===== src/hw/flash_sr_pkg.sv =====
package flash_sr_pkg;

  // timing
  localparam int CLK_MHZ = 250;
  localparam int WRSR_TIME_US = 15;
  localparam int PROG_TIME_US = 3;
  localparam int ERASE_TIME_US = 400;
  localparam int CHIP_TIME_US = 100000;
  localparam int WRSR_CYCLES = WRSR_TIME_US * CLK_MHZ;
  localparam int PROG_CYCLES = PROG_TIME_US * CLK_MHZ;

  // status word bit positions
  localparam int S_BUSY = 0;
  localparam int S_WEL = 1;
  localparam int S_RANGE_LO = 2;
  localparam int S_TB = 6;
  localparam int S_HWP = 7;
  localparam int S_PLOCK = 8;
  localparam int S_QUAD = 9;
  localparam int S_CMP = 14;
  localparam int S_SUSP = 15;
  localparam int S_ADS = 16;
  localparam int S_WPS = 18;

  // array geometry
  localparam logic [10:0] BLOCK_COUNT = 11'h400;
  localparam logic [3:0] RANGE_ALL = 4'hb;

  // instruction codes
  localparam logic [7:0] OP_WREN = 8'h06;
  localparam logic [7:0] OP_WRDI = 8'h04;
  localparam logic [7:0] OP_RDSR1 = 8'h05;
  localparam logic [7:0] OP_RDSR2 = 8'h35;
  localparam logic [7:0] OP_RDSR3 = 8'h15;
  localparam logic [7:0] OP_WRSR1 = 8'h01;
  localparam logic [7:0] OP_WRSR2 = 8'h31;
  localparam logic [7:0] OP_WRSR3 = 8'h11;
  localparam logic [7:0] OP_WREXT = 8'hc5;
  localparam logic [7:0] OP_RDEXT = 8'hc8;
  localparam logic [7:0] OP_EN4B = 8'hb7;
  localparam logic [7:0] OP_EX4B = 8'he9;
  localparam logic [7:0] OP_PP = 8'h02;
  localparam logic [7:0] OP_QPP = 8'h32;
  localparam logic [7:0] OP_SE = 8'h20;
  localparam logic [7:0] OP_BE = 8'hd8;
  localparam logic [7:0] OP_CE = 8'hc7;
  localparam logic [7:0] OP_SECER = 8'h44;
  localparam logic [7:0] OP_SECPR = 8'h42;
  localparam logic [7:0] OP_SUSP = 8'h75;
  localparam logic [7:0] OP_RESUME = 8'h7a;
  localparam logic [7:0] OP_PREFIX1 = 8'haa;
  localparam logic [7:0] OP_PREFIX2 = 8'h55;

  typedef enum logic [1:0] {
    OPK_PROG = 2'b00,
    OPK_ERASE = 2'b01,
    OPK_CHIP = 2'b10,
    OPK_SECURITY = 2'b11
  } op_kind_t;

  typedef enum logic [1:0] {
    ST_OPCODE = 2'b00,
    ST_BODY = 2'b01,
    ST_READ = 2'b11,
    ST_DROP = 2'b10
  } frame_state_t;

  typedef struct packed {
    logic [3:0] protect_range_field;
    logic top_bottom_select;
    logic complement_protect;
    logic protect_scheme_select;
  } protect_cfg_t;

  localparam protect_cfg_t PROTECT_RST = '{4'h0, 1'b0, 1'b0, 1'b0};
  localparam logic [7:0] EXT_RST = 8'h00;

  // range, side and complement applied to one array address
  function automatic logic range_hit(protect_cfg_t c, logic [31:0] a);
    logic [10:0] blk;
    logic [10:0] size;
    logic hit;
    blk = {1'b0, a[25:16]};
    if (c.protect_range_field == 4'h0)
      size = 11'h000;
    else if (c.protect_range_field >= RANGE_ALL)
      size = BLOCK_COUNT;
    else
      size = 11'h001 << (c.protect_range_field - 4'h1);
    if (c.top_bottom_select)
      hit = blk < size;
    else
      hit = blk >= (BLOCK_COUNT - size);
    return hit ^ c.complement_protect;
  endfunction

endpackage


===== src/hw/pin_sync.sv =====
`timescale 1ns/1ps
`default_nettype none
module pin_sync #(
  parameter int W = 4
) (
  // clock and reset
  input wire logic clk,
  input wire logic reset_n,
  // pins in, synchronised out
  input wire logic [W-1:0] pin_in,
  output logic [W-1:0] pin_sync_out
);
  logic [W-1:0] meta_r;

  always_ff @(posedge clk or negedge reset_n)
  begin
    if (!reset_n)
    begin
      meta_r <= '1;
      pin_sync_out <= '1;
    end
    else
    begin
      meta_r <= pin_in;
      pin_sync_out <= meta_r;
    end
  end
endmodule
`default_nettype wire


===== src/hw/spi_byte_shift.sv =====
`timescale 1ns/1ps
`default_nettype none
module spi_byte_shift (
  // clock and reset
  input wire logic clk,
  input wire logic reset_n,
  // serial side, already synchronised
  input wire logic frame_active,
  input wire logic sclk_rise,
  input wire logic sclk_fall,
  input wire logic mosi_bit,
  output logic miso_bit,
  // byte side
  input wire logic tx_load,
  input wire logic [7:0] tx_byte,
  output logic [7:0] rx_byte,
  output logic rx_valid
);
  logic [2:0] bit_cnt_r;
  logic [6:0] rx_sh_r;
  logic [7:0] tx_sh_r;
  logic hold_r;

  always_ff @(posedge clk or negedge reset_n)
  begin
    if (!reset_n)
    begin
      bit_cnt_r <= 3'h0;
      rx_sh_r <= 7'h00;
      rx_byte <= 8'h00;
      rx_valid <= 1'b0;
    end
    else
    begin
      rx_valid <= 1'b0;
      if (!frame_active)
        bit_cnt_r <= 3'h0;
      else if (sclk_rise)
      begin
        rx_sh_r <= {rx_sh_r[5:0], mosi_bit};
        bit_cnt_r <= bit_cnt_r + 3'h1;
        if (bit_cnt_r == 3'h7)
        begin
          rx_byte <= {rx_sh_r, mosi_bit};
          rx_valid <= 1'b1;
        end
      end
    end
  end

  // msb stands through the first falling edge after a load
  always_ff @(posedge clk or negedge reset_n)
  begin
    if (!reset_n)
    begin
      tx_sh_r <= 8'h00;
      hold_r <= 1'b0;
    end
    else if (tx_load)
    begin
      tx_sh_r <= tx_byte;
      hold_r <= 1'b1;
    end
    else if (sclk_fall && frame_active)
    begin
      if (hold_r)
        hold_r <= 1'b0;
      else
        tx_sh_r <= {tx_sh_r[6:0], 1'b0};
    end
  end

  assign miso_bit = tx_sh_r[7];
endmodule
`default_nettype wire


===== src/hw/flash_status_write_protect.sv =====
`timescale 1ns/1ps
`default_nettype none
module flash_status_write_protect #(
  parameter int unsigned ERASE_CYCLES =
    flash_sr_pkg::ERASE_TIME_US * flash_sr_pkg::CLK_MHZ,
  parameter int unsigned CHIP_CYCLES =
    flash_sr_pkg::CHIP_TIME_US * flash_sr_pkg::CLK_MHZ
) (
  // clock and reset
  input wire logic clk,
  input wire logic reset_n,
  // serial link pins
  input wire logic cs_n,
  input wire logic sclk,
  input wire logic mosi,
  input wire logic write_protect_n,
  output logic miso,
  output logic miso_oe,
  // per-block lock answer for target_addr
  input wire logic block_lock_hit,
  // array operation issue
  output logic op_start,
  output flash_sr_pkg::op_kind_t op_kind,
  output logic [31:0] target_addr,
  // status and configuration
  output logic busy,
  output logic suspended,
  output logic write_enable_latch,
  output flash_sr_pkg::protect_cfg_t protect_cfg,
  output logic hardware_protect_bit,
  output logic power_lock_bit,
  output logic otp_locked,
  output logic quad_enable,
  output logic current_address_mode_flag,
  output logic [7:0] ext_addr
);
  logic [3:0] pins_s;
  logic cs_s, sclk_s, mosi_s, wp_s;
  logic sclk_q, cs_q;
  logic sclk_rise, sclk_fall, cs_rise, frame_active;
  logic [7:0] rx_byte;
  logic rx_valid;
  logic tx_load;
  logic [7:0] tx_byte;
  flash_sr_pkg::frame_state_t state_r;
  logic [7:0] opcode_r;
  logic [2:0] nbytes_r;
  logic [7:0] wdata_r;
  logic [31:0] addr_sh_r;
  logic [1:0] prefix_r;
  logic [31:0] cnt_r;
  logic [23:0] status_word;
  logic [7:0] op_now;
  logic [2:0] alen;
  logic wr_ok, is_wrsr, wrsr_go, op_go, op_prot;
  logic ex_end;
  flash_sr_pkg::op_kind_t kind_nxt;
  logic [31:0] cycles_nxt;

  pin_sync #(.W(4)) u_sync (
    .clk(clk),
    .reset_n(reset_n),
    .pin_in({cs_n, sclk, mosi, write_protect_n}),
    .pin_sync_out(pins_s)
  );

  assign {cs_s, sclk_s, mosi_s, wp_s} = pins_s;

  always_ff @(posedge clk or negedge reset_n)
  begin
    if (!reset_n)
    begin
      sclk_q <= 1'b1;
      cs_q <= 1'b1;
    end
    else
    begin
      sclk_q <= sclk_s;
      cs_q <= cs_s;
    end
  end

  assign sclk_rise = sclk_s & ~sclk_q;
  assign sclk_fall = ~sclk_s & sclk_q;
  assign cs_rise = cs_s & ~cs_q;
  assign frame_active = ~cs_s;

  spi_byte_shift u_shift (
    .clk(clk),
    .reset_n(reset_n),
    .frame_active(frame_active),
    .sclk_rise(sclk_rise),
    .sclk_fall(sclk_fall),
    .mosi_bit(mosi_s),
    .miso_bit(miso),
    .tx_load(tx_load),
    .tx_byte(tx_byte),
    .rx_byte(rx_byte),
    .rx_valid(rx_valid)
  );

  always_comb
  begin
    status_word = 24'h00_0000;
    status_word[flash_sr_pkg::S_BUSY] = busy;
    status_word[flash_sr_pkg::S_WEL] = write_enable_latch;
    status_word[flash_sr_pkg::S_RANGE_LO +: 4] =
      protect_cfg.protect_range_field;
    status_word[flash_sr_pkg::S_TB] = protect_cfg.top_bottom_select;
    status_word[flash_sr_pkg::S_HWP] = hardware_protect_bit;
    status_word[flash_sr_pkg::S_PLOCK] = power_lock_bit;
    status_word[flash_sr_pkg::S_QUAD] = quad_enable;
    status_word[flash_sr_pkg::S_CMP] = protect_cfg.complement_protect;
    status_word[flash_sr_pkg::S_SUSP] = suspended;
    status_word[flash_sr_pkg::S_ADS] = current_address_mode_flag;
    status_word[flash_sr_pkg::S_WPS] = protect_cfg.protect_scheme_select;
  end

  // read data, refreshed each byte of a read frame
  assign op_now = (state_r == flash_sr_pkg::ST_OPCODE) ? rx_byte : opcode_r;
  always_comb
  begin
    case (op_now)
      flash_sr_pkg::OP_RDSR1: tx_byte = status_word[7:0];
      flash_sr_pkg::OP_RDSR2: tx_byte = status_word[15:8];
      flash_sr_pkg::OP_RDSR3: tx_byte = status_word[23:16];
      flash_sr_pkg::OP_RDEXT: tx_byte = ext_addr;
      default: tx_byte = 8'h00;
    endcase
  end
  assign tx_load = rx_valid && (state_r != flash_sr_pkg::ST_DROP) &&
    ((state_r == flash_sr_pkg::ST_READ) || (tx_byte != 8'h00) ||
     (op_now == flash_sr_pkg::OP_RDSR1) || (op_now == flash_sr_pkg::OP_RDSR2)
     || (op_now == flash_sr_pkg::OP_RDSR3)
     || (op_now == flash_sr_pkg::OP_RDEXT));

  // frame sequencing
  always_ff @(posedge clk or negedge reset_n)
  begin
    if (!reset_n)
    begin
      state_r <= flash_sr_pkg::ST_OPCODE;
      opcode_r <= 8'h00;
      nbytes_r <= 3'h0;
      wdata_r <= 8'h00;
      addr_sh_r <= 32'h0000_0000;
    end
    else if (cs_rise)
    begin
      state_r <= flash_sr_pkg::ST_OPCODE;
      nbytes_r <= 3'h0;
    end
    else if (rx_valid)
    begin
      if (nbytes_r != 3'h7)
        nbytes_r <= nbytes_r + 3'h1;
      if (nbytes_r == 3'h1)
        wdata_r <= rx_byte;
      if (nbytes_r != 3'h0 && state_r == flash_sr_pkg::ST_BODY)
        addr_sh_r <= {addr_sh_r[23:0], rx_byte};
      if (state_r == flash_sr_pkg::ST_OPCODE)
      begin
        opcode_r <= rx_byte;
        if (busy && rx_byte != flash_sr_pkg::OP_RDSR1 &&
            rx_byte != flash_sr_pkg::OP_RDSR2 &&
            rx_byte != flash_sr_pkg::OP_RDSR3 &&
            rx_byte != flash_sr_pkg::OP_SUSP)
          state_r <= flash_sr_pkg::ST_DROP;
        else if (tx_load)
          state_r <= flash_sr_pkg::ST_READ;
        else
          state_r <= flash_sr_pkg::ST_BODY;
      end
    end
  end

  // decisions taken at frame end
  assign ex_end = cs_rise && (state_r != flash_sr_pkg::ST_DROP);
  assign is_wrsr = (opcode_r == flash_sr_pkg::OP_WRSR1) ||
    (opcode_r == flash_sr_pkg::OP_WRSR2) ||
    (opcode_r == flash_sr_pkg::OP_WRSR3);
  assign wr_ok = write_enable_latch && !power_lock_bit && !otp_locked &&
    !(hardware_protect_bit && !quad_enable && !wp_s);
  assign wrsr_go = ex_end && is_wrsr && nbytes_r == 3'h2 && wr_ok;
  assign alen = current_address_mode_flag ? 3'h4 : 3'h3;

  always_comb
  begin
    kind_nxt = flash_sr_pkg::OPK_PROG;
    cycles_nxt = 32'(flash_sr_pkg::PROG_CYCLES);
    op_go = 1'b0;
    case (opcode_r)
      flash_sr_pkg::OP_PP, flash_sr_pkg::OP_QPP:
        op_go = nbytes_r > alen + 3'h1;
      flash_sr_pkg::OP_SE, flash_sr_pkg::OP_BE:
      begin
        kind_nxt = flash_sr_pkg::OPK_ERASE;
        cycles_nxt = 32'(ERASE_CYCLES);
        op_go = nbytes_r == alen + 3'h1;
      end
      flash_sr_pkg::OP_CE:
      begin
        kind_nxt = flash_sr_pkg::OPK_CHIP;
        cycles_nxt = 32'(CHIP_CYCLES);
        op_go = nbytes_r == 3'h1;
      end
      flash_sr_pkg::OP_SECER, flash_sr_pkg::OP_SECPR:
      begin
        kind_nxt = flash_sr_pkg::OPK_SECURITY;
        op_go = nbytes_r >= alen + 3'h1;
      end
      default: op_go = 1'b0;
    endcase
  end

  // scheme select picks range bits or per-block locks
  assign op_prot = (kind_nxt == flash_sr_pkg::OPK_SECURITY) ? 1'b0 :
    protect_cfg.protect_scheme_select ? block_lock_hit :
    (kind_nxt == flash_sr_pkg::OPK_CHIP) ?
      (protect_cfg.protect_range_field != 4'h0 ||
       protect_cfg.complement_protect) :
    flash_sr_pkg::range_hit(protect_cfg, target_addr);

  // target address follows the address bytes as they arrive
  always_ff @(posedge clk or negedge reset_n)
  begin
    if (!reset_n)
      target_addr <= 32'h0000_0000;
    else if (current_address_mode_flag)
      target_addr <= addr_sh_r;
    else
      target_addr <= {ext_addr, addr_sh_r[23:0]};
  end

  // array operation issue
  always_ff @(posedge clk or negedge reset_n)
  begin
    if (!reset_n)
    begin
      op_start <= 1'b0;
      op_kind <= flash_sr_pkg::OPK_PROG;
    end
    else
    begin
      op_start <= ex_end && op_go && write_enable_latch && !op_prot;
      if (ex_end && op_go)
        op_kind <= kind_nxt;
    end
  end

  // busy, countdown and suspend
  always_ff @(posedge clk or negedge reset_n)
  begin
    if (!reset_n)
    begin
      busy <= 1'b0;
      suspended <= 1'b0;
      cnt_r <= 32'h0000_0000;
    end
    else if (wrsr_go)
    begin
      busy <= 1'b1;
      cnt_r <= 32'(flash_sr_pkg::WRSR_CYCLES);
    end
    else if (ex_end && op_go && write_enable_latch && !op_prot)
    begin
      busy <= 1'b1;
      cnt_r <= cycles_nxt;
    end
    else if (ex_end && opcode_r == flash_sr_pkg::OP_SUSP && busy)
    begin
      busy <= 1'b0;
      suspended <= 1'b1;
    end
    else if (ex_end && opcode_r == flash_sr_pkg::OP_RESUME && suspended)
    begin
      busy <= 1'b1;
      suspended <= 1'b0;
    end
    else if (busy)
    begin
      cnt_r <= cnt_r - 32'h0000_0001;
      if (cnt_r <= 32'h0000_0001)
        busy <= 1'b0;
    end
  end

  // write enable latch
  always_ff @(posedge clk or negedge reset_n)
  begin
    if (!reset_n)
      write_enable_latch <= 1'b0;
    else if (ex_end && opcode_r == flash_sr_pkg::OP_WREN && nbytes_r == 3'h1)
      write_enable_latch <= 1'b1;
    else if (wrsr_go ||
             (ex_end && opcode_r == flash_sr_pkg::OP_WRDI) ||
             (ex_end && op_go && !op_prot))
      write_enable_latch <= 1'b0;
  end

  // prefix tracking for the permanent lock
  always_ff @(posedge clk or negedge reset_n)
  begin
    if (!reset_n)
      prefix_r <= 2'h0;
    else if (ex_end)
    begin
      if (opcode_r == flash_sr_pkg::OP_PREFIX1 && nbytes_r == 3'h1)
        prefix_r <= 2'h1;
      else if (opcode_r == flash_sr_pkg::OP_PREFIX2 && prefix_r == 2'h1)
        prefix_r <= 2'h2;
      else if (opcode_r != flash_sr_pkg::OP_WREN)
        prefix_r <= 2'h0;
    end
  end

  // status and configuration bits
  always_ff @(posedge clk or negedge reset_n)
  begin
    if (!reset_n)
    begin
      protect_cfg <= flash_sr_pkg::PROTECT_RST;
      hardware_protect_bit <= 1'b0;
      power_lock_bit <= 1'b0;
      otp_locked <= 1'b0;
      quad_enable <= 1'b0;
    end
    else if (wrsr_go)
    begin
      case (opcode_r)
        flash_sr_pkg::OP_WRSR1:
        begin
          protect_cfg.protect_range_field <= wdata_r[5:2];
          protect_cfg.top_bottom_select <= wdata_r[6];
          hardware_protect_bit <= wdata_r[7];
        end
        flash_sr_pkg::OP_WRSR2:
        begin
          power_lock_bit <= wdata_r[0];
          quad_enable <= wdata_r[1];
          protect_cfg.complement_protect <= wdata_r[6];
          if (prefix_r == 2'h2 && wdata_r[0])
            otp_locked <= 1'b1;
        end
        default:
          protect_cfg.protect_scheme_select <= wdata_r[2];
      endcase
    end
  end

  // address mode and extended address
  always_ff @(posedge clk or negedge reset_n)
  begin
    if (!reset_n)
    begin
      current_address_mode_flag <= 1'b0;
      ext_addr <= flash_sr_pkg::EXT_RST;
    end
    else if (ex_end)
    begin
      if (opcode_r == flash_sr_pkg::OP_EN4B)
        current_address_mode_flag <= 1'b1;
      else if (opcode_r == flash_sr_pkg::OP_EX4B)
        current_address_mode_flag <= 1'b0;
      else if (opcode_r == flash_sr_pkg::OP_WREXT && nbytes_r == 3'h2)
        ext_addr <= wdata_r;
    end
  end

  always_ff @(posedge clk or negedge reset_n)
  begin
    if (!reset_n)
      miso_oe <= 1'b0;
    else if (cs_s)
      miso_oe <= 1'b0;
    else if (tx_load)
      miso_oe <= 1'b1;
  end

  a_busy_on_start: assert property (@(posedge clk) disable iff (!reset_n)
    op_start |-> busy && !write_enable_latch)
    else $error("operation issued without busy or with latch set");
  a_busy_drops_cmd: assert property (@(posedge clk) disable iff (!reset_n)
    rx_valid && state_r == flash_sr_pkg::ST_OPCODE && busy &&
    rx_byte == flash_sr_pkg::OP_WREN |=> state_r == flash_sr_pkg::ST_DROP)
    else $error("instruction taken while busy");
  a_busy_ends: assert property (@(posedge clk) disable iff (!reset_n)
    busy && cnt_r == 32'h0000_0001 && !cs_rise |=> !busy)
    else $error("busy did not clear at end of count");
  a_wel_sets: assert property (@(posedge clk) disable iff (!reset_n)
    ex_end && opcode_r == flash_sr_pkg::OP_WREN && nbytes_r == 3'h1
    |=> write_enable_latch)
    else $error("write enable did not set latch");
  a_wp_refuses: assert property (@(posedge clk) disable iff (!reset_n)
    cs_rise && is_wrsr && hardware_protect_bit && !quad_enable && !wp_s
    && !busy |=> $stable(protect_cfg) && !busy)
    else $error("status written while protect pin low");
  a_wrsr_accept: assert property (@(posedge clk) disable iff (!reset_n)
    ex_end && is_wrsr && nbytes_r == 3'h2 && write_enable_latch &&
    !power_lock_bit && !otp_locked && (!hardware_protect_bit || wp_s)
    |=> busy ##0 !write_enable_latch)
    else $error("permitted status write not taken");
  a_plock_holds: assert property (@(posedge clk) disable iff (!reset_n)
    power_lock_bit |=> $stable(protect_cfg) && power_lock_bit)
    else $error("status changed under power lock");
  a_otp_holds: assert property (@(posedge clk) disable iff (!reset_n)
    otp_locked |=> otp_locked && $stable(hardware_protect_bit))
    else $error("status changed under permanent lock");
  a_ext_addr: assert property (@(posedge clk) disable iff (!reset_n)
    op_start && !current_address_mode_flag
    |-> target_addr[31:24] == ext_addr)
    else $error("top address byte not from extended register");
endmodule
`default_nettype wire


===== config.mk =====
export PLATFORM = sky130hd
export DESIGN_NAME = flash_status_write_protect
export DESIGN_NICKNAME = d
export VERILOG_FILES = /design/src/hw/flash_sr_pkg.sv /design/src/hw/pin_sync.sv /design/src/hw/spi_byte_shift.sv /design/src/hw/flash_status_write_protect.sv
export SDC_FILE = /design/constraint.sdc
export NUM_CORES = 1
export LEC_CHECK = 0
export BUFFER_PORTS_ARGS = -buffer_cell sky130_fd_sc_hd__buf_2
export CAP_MARGIN = 20
export CORE_AREA = 2 2 124 126
export DETAILED_ROUTE_END_ITERATION = 8
export DIE_AREA = 0 0 126 128
export GPL_ROUTABILITY_DRIVEN = 0
export GPL_TIMING_DRIVEN = 0
export HOLD_SLACK_MARGIN = 0.02
export PLACE_DENSITY = 0.87
export SETUP_SLACK_MARGIN = 0.4
export SLEW_MARGIN = 20
export SYNTH_ARGS = -nofsm -noshare
export SYNTH_HDL_FRONTEND = slang
export SYNTH_SLANG_ARGS = --single-unit
export TNS_END_PERCENT = 5

===== constraint.sdc =====
create_clock -name clk -period 5.3 [get_ports clk]
set_input_delay 0.53 -clock clk [delete_from_list [all_inputs] [get_ports clk]]
set_output_delay 0.53 -clock clk [all_outputs]
set_load 0.01 [all_outputs]

; Word-level counts from Yosys, hierarchy flattened
; Index checks and enable logic that the tools add are counted.
[classes]
addsub = 6
magnitude_cmp = 6
n_eq_ne = 43
shift = 1
n_mux = 53
bitwise = 14
reduce_logical = 85
[ops]
columns = cell, count
row1 = 2-to-1 mux 32 bit, 6
row2 = == test 8 bit (second input constant), 7
row3 = case mux 25 bit (2 select lines), 1
row4 = == test 8 x 7 -> 1 bit (second input constant), 5
row5 = == test 8 x 6 -> 1 bit (second input constant), 4
row6 = <= comparator 32 x 1 -> 1 bit (second input constant), 1
row7 = logical AND 1 bit, 32
row8 = 2-to-1 mux 8 bit, 4
row9 = case mux 8 bit (4 select lines), 1
row10 = subtractor 32 x 1 -> 32 bit (second input constant), 1
row11 = == test 8 x 3 -> 1 bit (second input constant), 3
row12 = 2-to-1 mux 1 bit, 23
row13 = 2-to-1 mux 11 bit, 2
row14 = AND reduction 2 bit, 10
row15 = 2-to-1 mux 3 bit, 6
row16 = AND reduction 3 bit, 6
row17 = nonzero test 2 bit, 9
row18 = == test 8 x 5 -> 1 bit (second input constant), 2
row19 = 2-to-1 mux 2 bit, 8
row20 = inequality test 8 x 3 -> 1 bit (second input constant), 2
row21 = greater-or-equal comparator 10 x 11 -> 1 bit, 1
row22 = less-than comparator 10 x 11 -> 1 bit, 1
row23 = << shifter 1 x 4 -> 11 bit (first input constant), 1
row24 = subtractor 11 bit (first input constant), 1
row25 = 32 further kinds, 71
[word_totals]
regBits = 184
out_inout_bits = 60
elab_cells = 242

; Logic depth before layout (Yosys ltp)
[depth]
word_depth = 16
depth_mapped = 19

; Modules after synthesis
; A second synthesis with hierarchy kept.
[hier_totals]
cells_unflattened = 826
hier_area_um2 = 9108.7
[modules_own_cells]
columns = mod, n_inst, cells_each, area_per_inst_um2, seq_area_each_um2
row1 = flash_status_write_protect, 1, 725, 7654.8, 3706.1
row2 = spi_byte_shift, 1, 93, 1243.7, 700.7
row3 = pin_sync, 1, 8, 210.2, 210.2

; Least setup slack after synthesis
; OpenSTA, ideal clock, no wires.
[synth_timing]
path_type = reg-to-reg
start = reg protect_cfg[6] (netlist bit)
end = reg cnt_r[12]
setup_time_ns = 0.124
arrival_time_ns = 3.620
slack_ns = 1.556
path_stages_with_launch = 19
period_less_slack_ns = 3.744
cell_sequence = dfrtp_1 -> clkbuf_1 -> clkbuf_1 -> nor3_1 -> inv_1 -> ha_1 -> clkbuf_1 -> nor2_1 -> a22o_1 -> ha_1 -> a21oi_1 -> o221ai_1 -> a21oi_1 -> nor4b_1 -> mux2i_1 -> nand2_1 -> nand3_1 -> nor2_1 -> a211o_1
[synth_via]
elab_chain_cells = 15
[synth_lines]
columns = item, line_no
row1 = start: declaration, flash_status_write_protect.sv:29  ; output flash_sr_pkg::protect_cfg_t protect_cfg,
row2 = start signal: assignment, flash_status_write_protect.sv:322  ; protect_cfg <= flash_sr_pkg::PROTECT_RST;
row3 = subtractor 4 x 1 -> 4 bit, flash_sr_pkg.sv:89  ; size = 11'h001 << (c.protect_range_field - 4'h1);
row4 = << shifter 1 x 4 -> 11 bit, flash_sr_pkg.sv:89
row5 = 2-to-1 mux 11 bit, flash_sr_pkg.sv:86  ; else if (c.protect_range_field >= RANGE_ALL)
row6 = 2-to-1 mux 11 bit, flash_sr_pkg.sv:84  ; if (c.protect_range_field == 4'h0)
row7 = subtractor 11 bit, flash_sr_pkg.sv:93  ; hit = blk >= (BLOCK_COUNT - size);
row8 = greater-or-equal comparator 10 x 11 -> 1 bit, flash_sr_pkg.sv:93
row9 = 2-to-1 mux 1 bit, flash_sr_pkg.sv:90  ; if (c.top_bottom_select)
row10 = XOR 1 bit, flash_sr_pkg.sv:94  ; return hit ^ c.complement_protect;
row11 = 2-to-1 mux 1 bit (*), flash_status_write_protect.sv:219  ; (kind_nxt == flash_sr_pkg::OPK_CHIP) ?
row12 = 2-to-1 mux 1 bit (*), flash_status_write_protect.sv:218  ; protect_cfg.protect_scheme_select ? block_lock_hit :
row13 = 2-to-1 mux 1 bit (*), flash_status_write_protect.sv:217  ; assign op_prot = (kind_nxt == flash_sr_pkg::OPK_SECURITY) ? 1'b0 :
row14 = logical NOT 1 bit (*), flash_status_write_protect.sv:265  ; else if (ex_end && op_go && write_enable_latch && !op_prot)
row15 = logical AND 1 bit (*), flash_status_write_protect.sv:265
row16 = "inequality test 3 bit (no line), or another cell as far along", --
row17 = AND reduction 3 bit (no line) or 2-to-1 mux 32 bit (tied branches), --
row18 = end signal: assignment, flash_status_write_protect.sv:263  ; cnt_r <= 32'(flash_sr_pkg::WRSR_CYCLES);
row19 = end signal: assignment, flash_status_write_protect.sv:268  ; cnt_r <= cycles_nxt;
row20 = end signal: assignment, flash_status_write_protect.sv:282  ; cnt_r <= cnt_r - 32'h0000_0001;
row21 = end: declaration, flash_status_write_protect.sv:51  ; logic [31:0] cnt_r;
; Every way passes the cells marked *; elsewhere a longest branch is shown, timed or not.
; A chain may end at the register's enable or synchronous reset.

; Final worst setup path
; Same ends and word-level chain as after synthesis.

==> tab_implementation.tex <==
\begin{tabular}{lr}
\hline
Metric & Value \\
\hline
\multicolumn{2}{l}{\textbf{Die}} \\
\quad Total I/O pin count & 67 \\
\quad Chip Width & 126 µm \\
\quad Die Y-Extent & 128 µm \\
\quad Effective utilization at floorplan & 59.0\% \\
\quad Std cell rows & 45 \\
\quad Area of the die & 16100 µm² \\
\quad Total core area & 14900 µm² \\
\multicolumn{2}{l}{\textbf{Synth}} \\
\quad Most used DFF post-synth & sky130\_fd\_sc\_hd\_\_dfrtp\_1 \\
\quad Post-synthesis instance area & 8770 µm² \\
\quad Post-synthesis sequential element count & 184 \\
\quad Distinct cells, synth & 70 \\
\quad Number of enable-type register cells in the synthesized netlist & 0 \\
\quad Synth top area cells & sky130\_fd\_sc\_hd\_\_dfrtp\_1, sky130\_fd\_sc\_hd\_\_mux2\_2, sky130\_fd\_sc\_hd\_\_ha\_1 \\
\quad Top-area cell type share of the netlist area & 49.6\% \\
\quad Top cell type by total area after synthesis & sky130\_fd\_sc\_hd\_\_dfrtp\_1 \\
\quad Fraction of the yosys area taken by sequential cells & 52.6\% \\
\quad Synth warnings & 0 \\
\quad Share of flip-flops with an asynchronous set or reset & 100\% \\
\quad Mean instance size in the synthesized netlist & 11.2 µm² \\
\quad Number of nets produced by synthesis & 819 \\
\quad Synthesized instance count & 782 \\
\multicolumn{2}{l}{\textbf{Drt}} \\
\quad Remaining antenna violation count after routing & 0 \\
\quad Via count & 6511 \\
\quad WL/cell & 19.3 µm \\
\quad Iteration-0 DRC count of the detailed router & 673 \\
\quad Count of TritonRoute iterations in the first routing pass & 5 \\
\quad Vias per Instance & 6.10 \\
\quad WL final & 20.6 mm \\
\quad Remaining routing DRC violations & 0 \\
\multicolumn{2}{l}{\textbf{Critical path}} \\
\quad List of cells traversed by the critical path & clkbuf\_1 -> clkbuf\_2 -> nor3\_1 -> inv\_1 -> ha\_1 -> clkbuf\_1 -> nor2\_1 -> a22o\_1 -> ha\_1 -> a21oi\_1 -> o221ai\_1 -> a21oi\_1 -> nor4b\_1 -> mux2i\_2 -> nand2\_1 -> nand3\_1 -> nor2\_1 -> a211o\_1 \\
\quad Worst R2R Setup Slack & 690 ps \\
\quad Worst-path maximum fanout & 10 \\
\quad CP top delay family & simple AND/OR/NAND/NOR gates \\
\quad Kind of start point of the critical path & flip-flop \\
\quad Critical path type & reg2reg \\
\quad CP max stage delay & 470 ps \\
\quad Slowest cell on crit path & sky130\_fd\_sc\_hd\_\_nor4b\_1 \\
\quad Sum of buffers and inverters on the critical path & 4 \\
\quad CP Capture Type & flip-flop \\
\quad Arrival time worst endpoint & 4930 ps \\
\quad Endpoint required time on the critical path & 5630 ps \\
\multicolumn{2}{l}{\textbf{Run}} \\
\quad Max-Cap Viols & 0 \\
\multicolumn{2}{l}{\textbf{Placement}} \\
\quad Half-perimeter wire length after detailed placement & 14.1 mm \\
\quad Number of port buffers & 66 \\
\quad DP Worst Slack & 691 ps \\
\multicolumn{2}{l}{\textbf{Global routing}} \\
\quad GRT met2 Usage & 42.8\% \\
\quad GR Layer Usage met3 & 5.13\% \\
\quad GRT Total Usage & 26.2\% \\
\quad First-pass GRT wire length & 33.1 mm \\
\quad Total congestion overflow & 0 \\
\quad Largest net degree at the start of global routing & 97 \\
\quad Antenna violations before repair & 0 \\
\quad Vias in the first global route & 6386 \\
\quad Layer carrying the most global-route usage & met2 \\
\quad Met1 layer usage reported by global route & 35.4\% \\
\multicolumn{2}{l}{\textbf{Clocking}} \\
\quad Clock-pin transition on the worst setup and hold timing paths & 70 ps \\
\quad Worst skew pair latency & 440 ps \\
\quad TritonCTS clock tree & built \\
\quad CTS H-Tree Depth & 4 \\
\quad Setup Fix Bufs, Post-CTS & 0 \\
\quad Inserted Clock Buffers & 17 \\
\quad Clock tree buffer depth & 2 \\
\quad Root cell of the clock tree & sky130\_fd\_sc\_hd\_\_clkbuf\_16 \\
\quad Clk sink count & 184 \\
\multicolumn{2}{l}{\textbf{Pwr}} \\
\quad Max rail drop VDD & 0.000334 V \\
\quad PwrDens & 278 nW/µm² \\
\quad Static leakage & 4.76 nW \\
\multicolumn{2}{l}{\textbf{STA}} \\
\quad Final setup TNS & 0 ps \\
\quad Final Max Slew Viols & 0 \\
\quad Max Clk Rate & 217 MHz \\
\quad Largest clock skew in the final design & 18.3 ps \\
\quad Minimum clock period & 4610 ps \\
\quad Final setup margin & 694 ps \\
\quad Hold slack final & 101 ps \\
\quad Slew HR & 34.0\% \\
\quad Final hold vios & 0 \\
\quad Portion of the clock cycle consumed by the worst path in the final layout & 86.9\% \\
\quad Number of endpoints failing setup at the final stage & 0 \\
\quad Worst slew pin tran & 983 ps \\
\quad Setup repair after global routing missed its margin & false \\
\multicolumn{2}{l}{\textbf{Final layout}} \\
\quad N\_diodes & 0 \\
\quad Share of post-route cells with drive strength above 1 & 26.2\% \\
\quad \# fillers & 1080 \\
\quad Nets & 905 \\
\quad Area growth from synthesis to layout & 13.4\% \\
\multicolumn{2}{l}{\textbf{Status}} \\
\quad Outcome & finished clean \\
\multicolumn{2}{l}{\textbf{Hold path}} \\
\quad Min-delay worst type & in2async \\
\hline
\end{tabular}
## cell usage after synthesis (5+ instances only)
library cell / number
sky130_fd_sc_hd__inv_1: 16
sky130_fd_sc_hd__o21a_1: 8
sky130_fd_sc_hd__xnor2_1: 15
sky130_fd_sc_hd__ha_1: 30
sky130_fd_sc_hd__xor2_1: 8
sky130_fd_sc_hd__or2_2: 5
sky130_fd_sc_hd__a211oi_1: 5
sky130_fd_sc_hd__nand3_1: 16
sky130_fd_sc_hd__nand2b_1: 15
sky130_fd_sc_hd__or3_1: 8
sky130_fd_sc_hd__clkbuf_1: 16
sky130_fd_sc_hd__mux2_2: 89
sky130_fd_sc_hd__nand2_1: 55
sky130_fd_sc_hd__nand4_1: 6
sky130_fd_sc_hd__o21ai_0: 31
sky130_fd_sc_hd__dfrtp_1: 174
sky130_fd_sc_hd__nor3_1: 23
sky130_fd_sc_hd__o31ai_1: 5
sky130_fd_sc_hd__o22ai_1: 5
sky130_fd_sc_hd__nor2_1: 82
sky130_fd_sc_hd__nor2b_1: 17
sky130_fd_sc_hd__dfstp_2: 10
sky130_fd_sc_hd__a22o_1: 5
sky130_fd_sc_hd__a21oi_1: 36
sky130_fd_sc_hd__nor4_1: 6
## what timing repair did
action                     in CTS  in global routing
setup endpoints to repair       0                  2
gates resized for setup         0                  4
hold buffers                    0                  0
## layout by cell type, fill, tap and decap left out, types with 5 or more instances in the layout
cell type / Yosys / final
sky130_fd_sc_hd__nand2b_1: 15 / 15
sky130_fd_sc_hd__buf_2: 4 / 69
sky130_fd_sc_hd__nor3_1: 23 / 23
sky130_fd_sc_hd__clkbuf_16: 0 / 17
sky130_fd_sc_hd__o21a_1: 8 / 8
sky130_fd_sc_hd__or3_1: 8 / 8
sky130_fd_sc_hd__dfrtp_1: 174 / 174
sky130_fd_sc_hd__nor4_1: 6 / 6
sky130_fd_sc_hd__xnor2_1: 15 / 15
sky130_fd_sc_hd__mux2_2: 89 / 89
sky130_fd_sc_hd__a22o_1: 5 / 5
sky130_fd_sc_hd__a21oi_1: 36 / 35
sky130_fd_sc_hd__clkbuf_1: 16 / 15
sky130_fd_sc_hd__xor2_1: 8 / 8
sky130_fd_sc_hd__ha_1: 30 / 30
sky130_fd_sc_hd__o21ai_0: 31 / 31
sky130_fd_sc_hd__dfstp_2: 10 / 10
sky130_fd_sc_hd__or2_2: 5 / 5
sky130_fd_sc_hd__inv_1: 16 / 16
sky130_fd_sc_hd__nor2b_1: 17 / 17
sky130_fd_sc_hd__o22ai_1: 5 / 5
sky130_fd_sc_hd__nand3_1: 16 / 16
sky130_fd_sc_hd__o31ai_1: 5 / 5
sky130_fd_sc_hd__a211oi_1: 5 / 5
sky130_fd_sc_hd__nand4_1: 6 / 6
sky130_fd_sc_hd__nor2_1: 82 / 82
sky130_fd_sc_hd__nand2_1: 55 / 55
## state kept, by name, indices dropped and copies added, names as in the netlist, 2 cells and up
signal	count
addr_sh_r	32
cnt_r	32
ext_addr	8
nbytes_r	3
op_kind	2
opcode_r	8
prefix_r	2
protect_cfg	7
state_r	2
target_addr	32
u_shift.bit_cnt_r	3
u_shift.rx_byte	8
u_shift.rx_sh_r	7
u_shift.tx_sh_r	8
u_sync.meta_r	4
u_sync.pin_sync_out	4
wdata_r	8
## logic make-up (layout without fill, tap and decap cells)
kind of cell,Yosys count,count (layout),share of synthesized area (%)
AND/OR/NAND/NOR,270,270,16.0
flip-flops,184,184,52.6
AO/OA/AOI/OAI,140,140,10.9
multiplexers,93,93,11.9
buffers and inverters,42,139,2.03
adder cells (fa/ha/maj),30,30,4.28
XOR/XNOR,23,23,2.30
## path summary, 6_finish.rpt
check,startpoint,end,cells after the start
max,protect_cfg[6],cnt_r[12],18
min,reset_n,cnt_r[4],1
max reg2reg,protect_cfg[6],cnt_r[12],18
min reg2reg,u_sync.meta_r[1],u_sync.pin_sync_out[1],0
max in group asynchronous,reset_n,u_sync.pin_sync_out[1],2
min in group clk,cs_n,u_sync.meta_r[3],1
## worst register-to-register path, stage by stage (launching register included)
cell	delay [ps]
sky130_fd_sc_hd__dfrtp_1	370
sky130_fd_sc_hd__clkbuf_1	330
sky130_fd_sc_hd__clkbuf_2	300
sky130_fd_sc_hd__nor3_1	110
sky130_fd_sc_hd__inv_1	80
sky130_fd_sc_hd__ha_1	130
sky130_fd_sc_hd__clkbuf_1	280
sky130_fd_sc_hd__nor2_1	110
sky130_fd_sc_hd__a22o_1	260
sky130_fd_sc_hd__ha_1	300
sky130_fd_sc_hd__a21oi_1	70
sky130_fd_sc_hd__o221ai_1	170
sky130_fd_sc_hd__a21oi_1	80
sky130_fd_sc_hd__nor4b_1	470
sky130_fd_sc_hd__mux2i_2	470
sky130_fd_sc_hd__nand2_1	210
sky130_fd_sc_hd__nand3_1	290
sky130_fd_sc_hd__nor2_1	170
sky130_fd_sc_hd__a211o_1	300
## stage by stage
stage	power, mW	util, %	std cells	cell area (µm²)
after floorplan	1.53	-	782	8770
after global placement	1.57	62.8	1036	9340
after detailed placement	1.58	63.1	1037	9380
after CTS	2.77	66.8	1067	9930
after global routing	2.84	66.9	1067	9940
final	2.76	66.9	1067	9940
## final cells by class
type | instances | area [µm²] | area share (%)
buffer | 25 | 115 | 1.16
tap | 188 | 235 | 2.37
multi-input combinational | 556 | 3990 | 40.1
clock inverter | 13 | 134 | 1.35
sequential | 184 | 4620 | 46.4
timing repair buffer | 67 | 368 | 3.70
clock buffer | 17 | 425 | 4.28
inverter | 17 | 63.8 | 0.642
## per-layer routing
metal	up-vias	wire, µm
li1	2980	-
met1	3251	8890
met2	228	10000
met3	52	1160
met4	0	484
met5	-	0
## power breakdown
group	switching (mW)	internal (mW)
registers	0.0260	1.44
logic	0.0463	0.0341
clock network	0.594	0.621
Power figures use the tool's default switching activity.
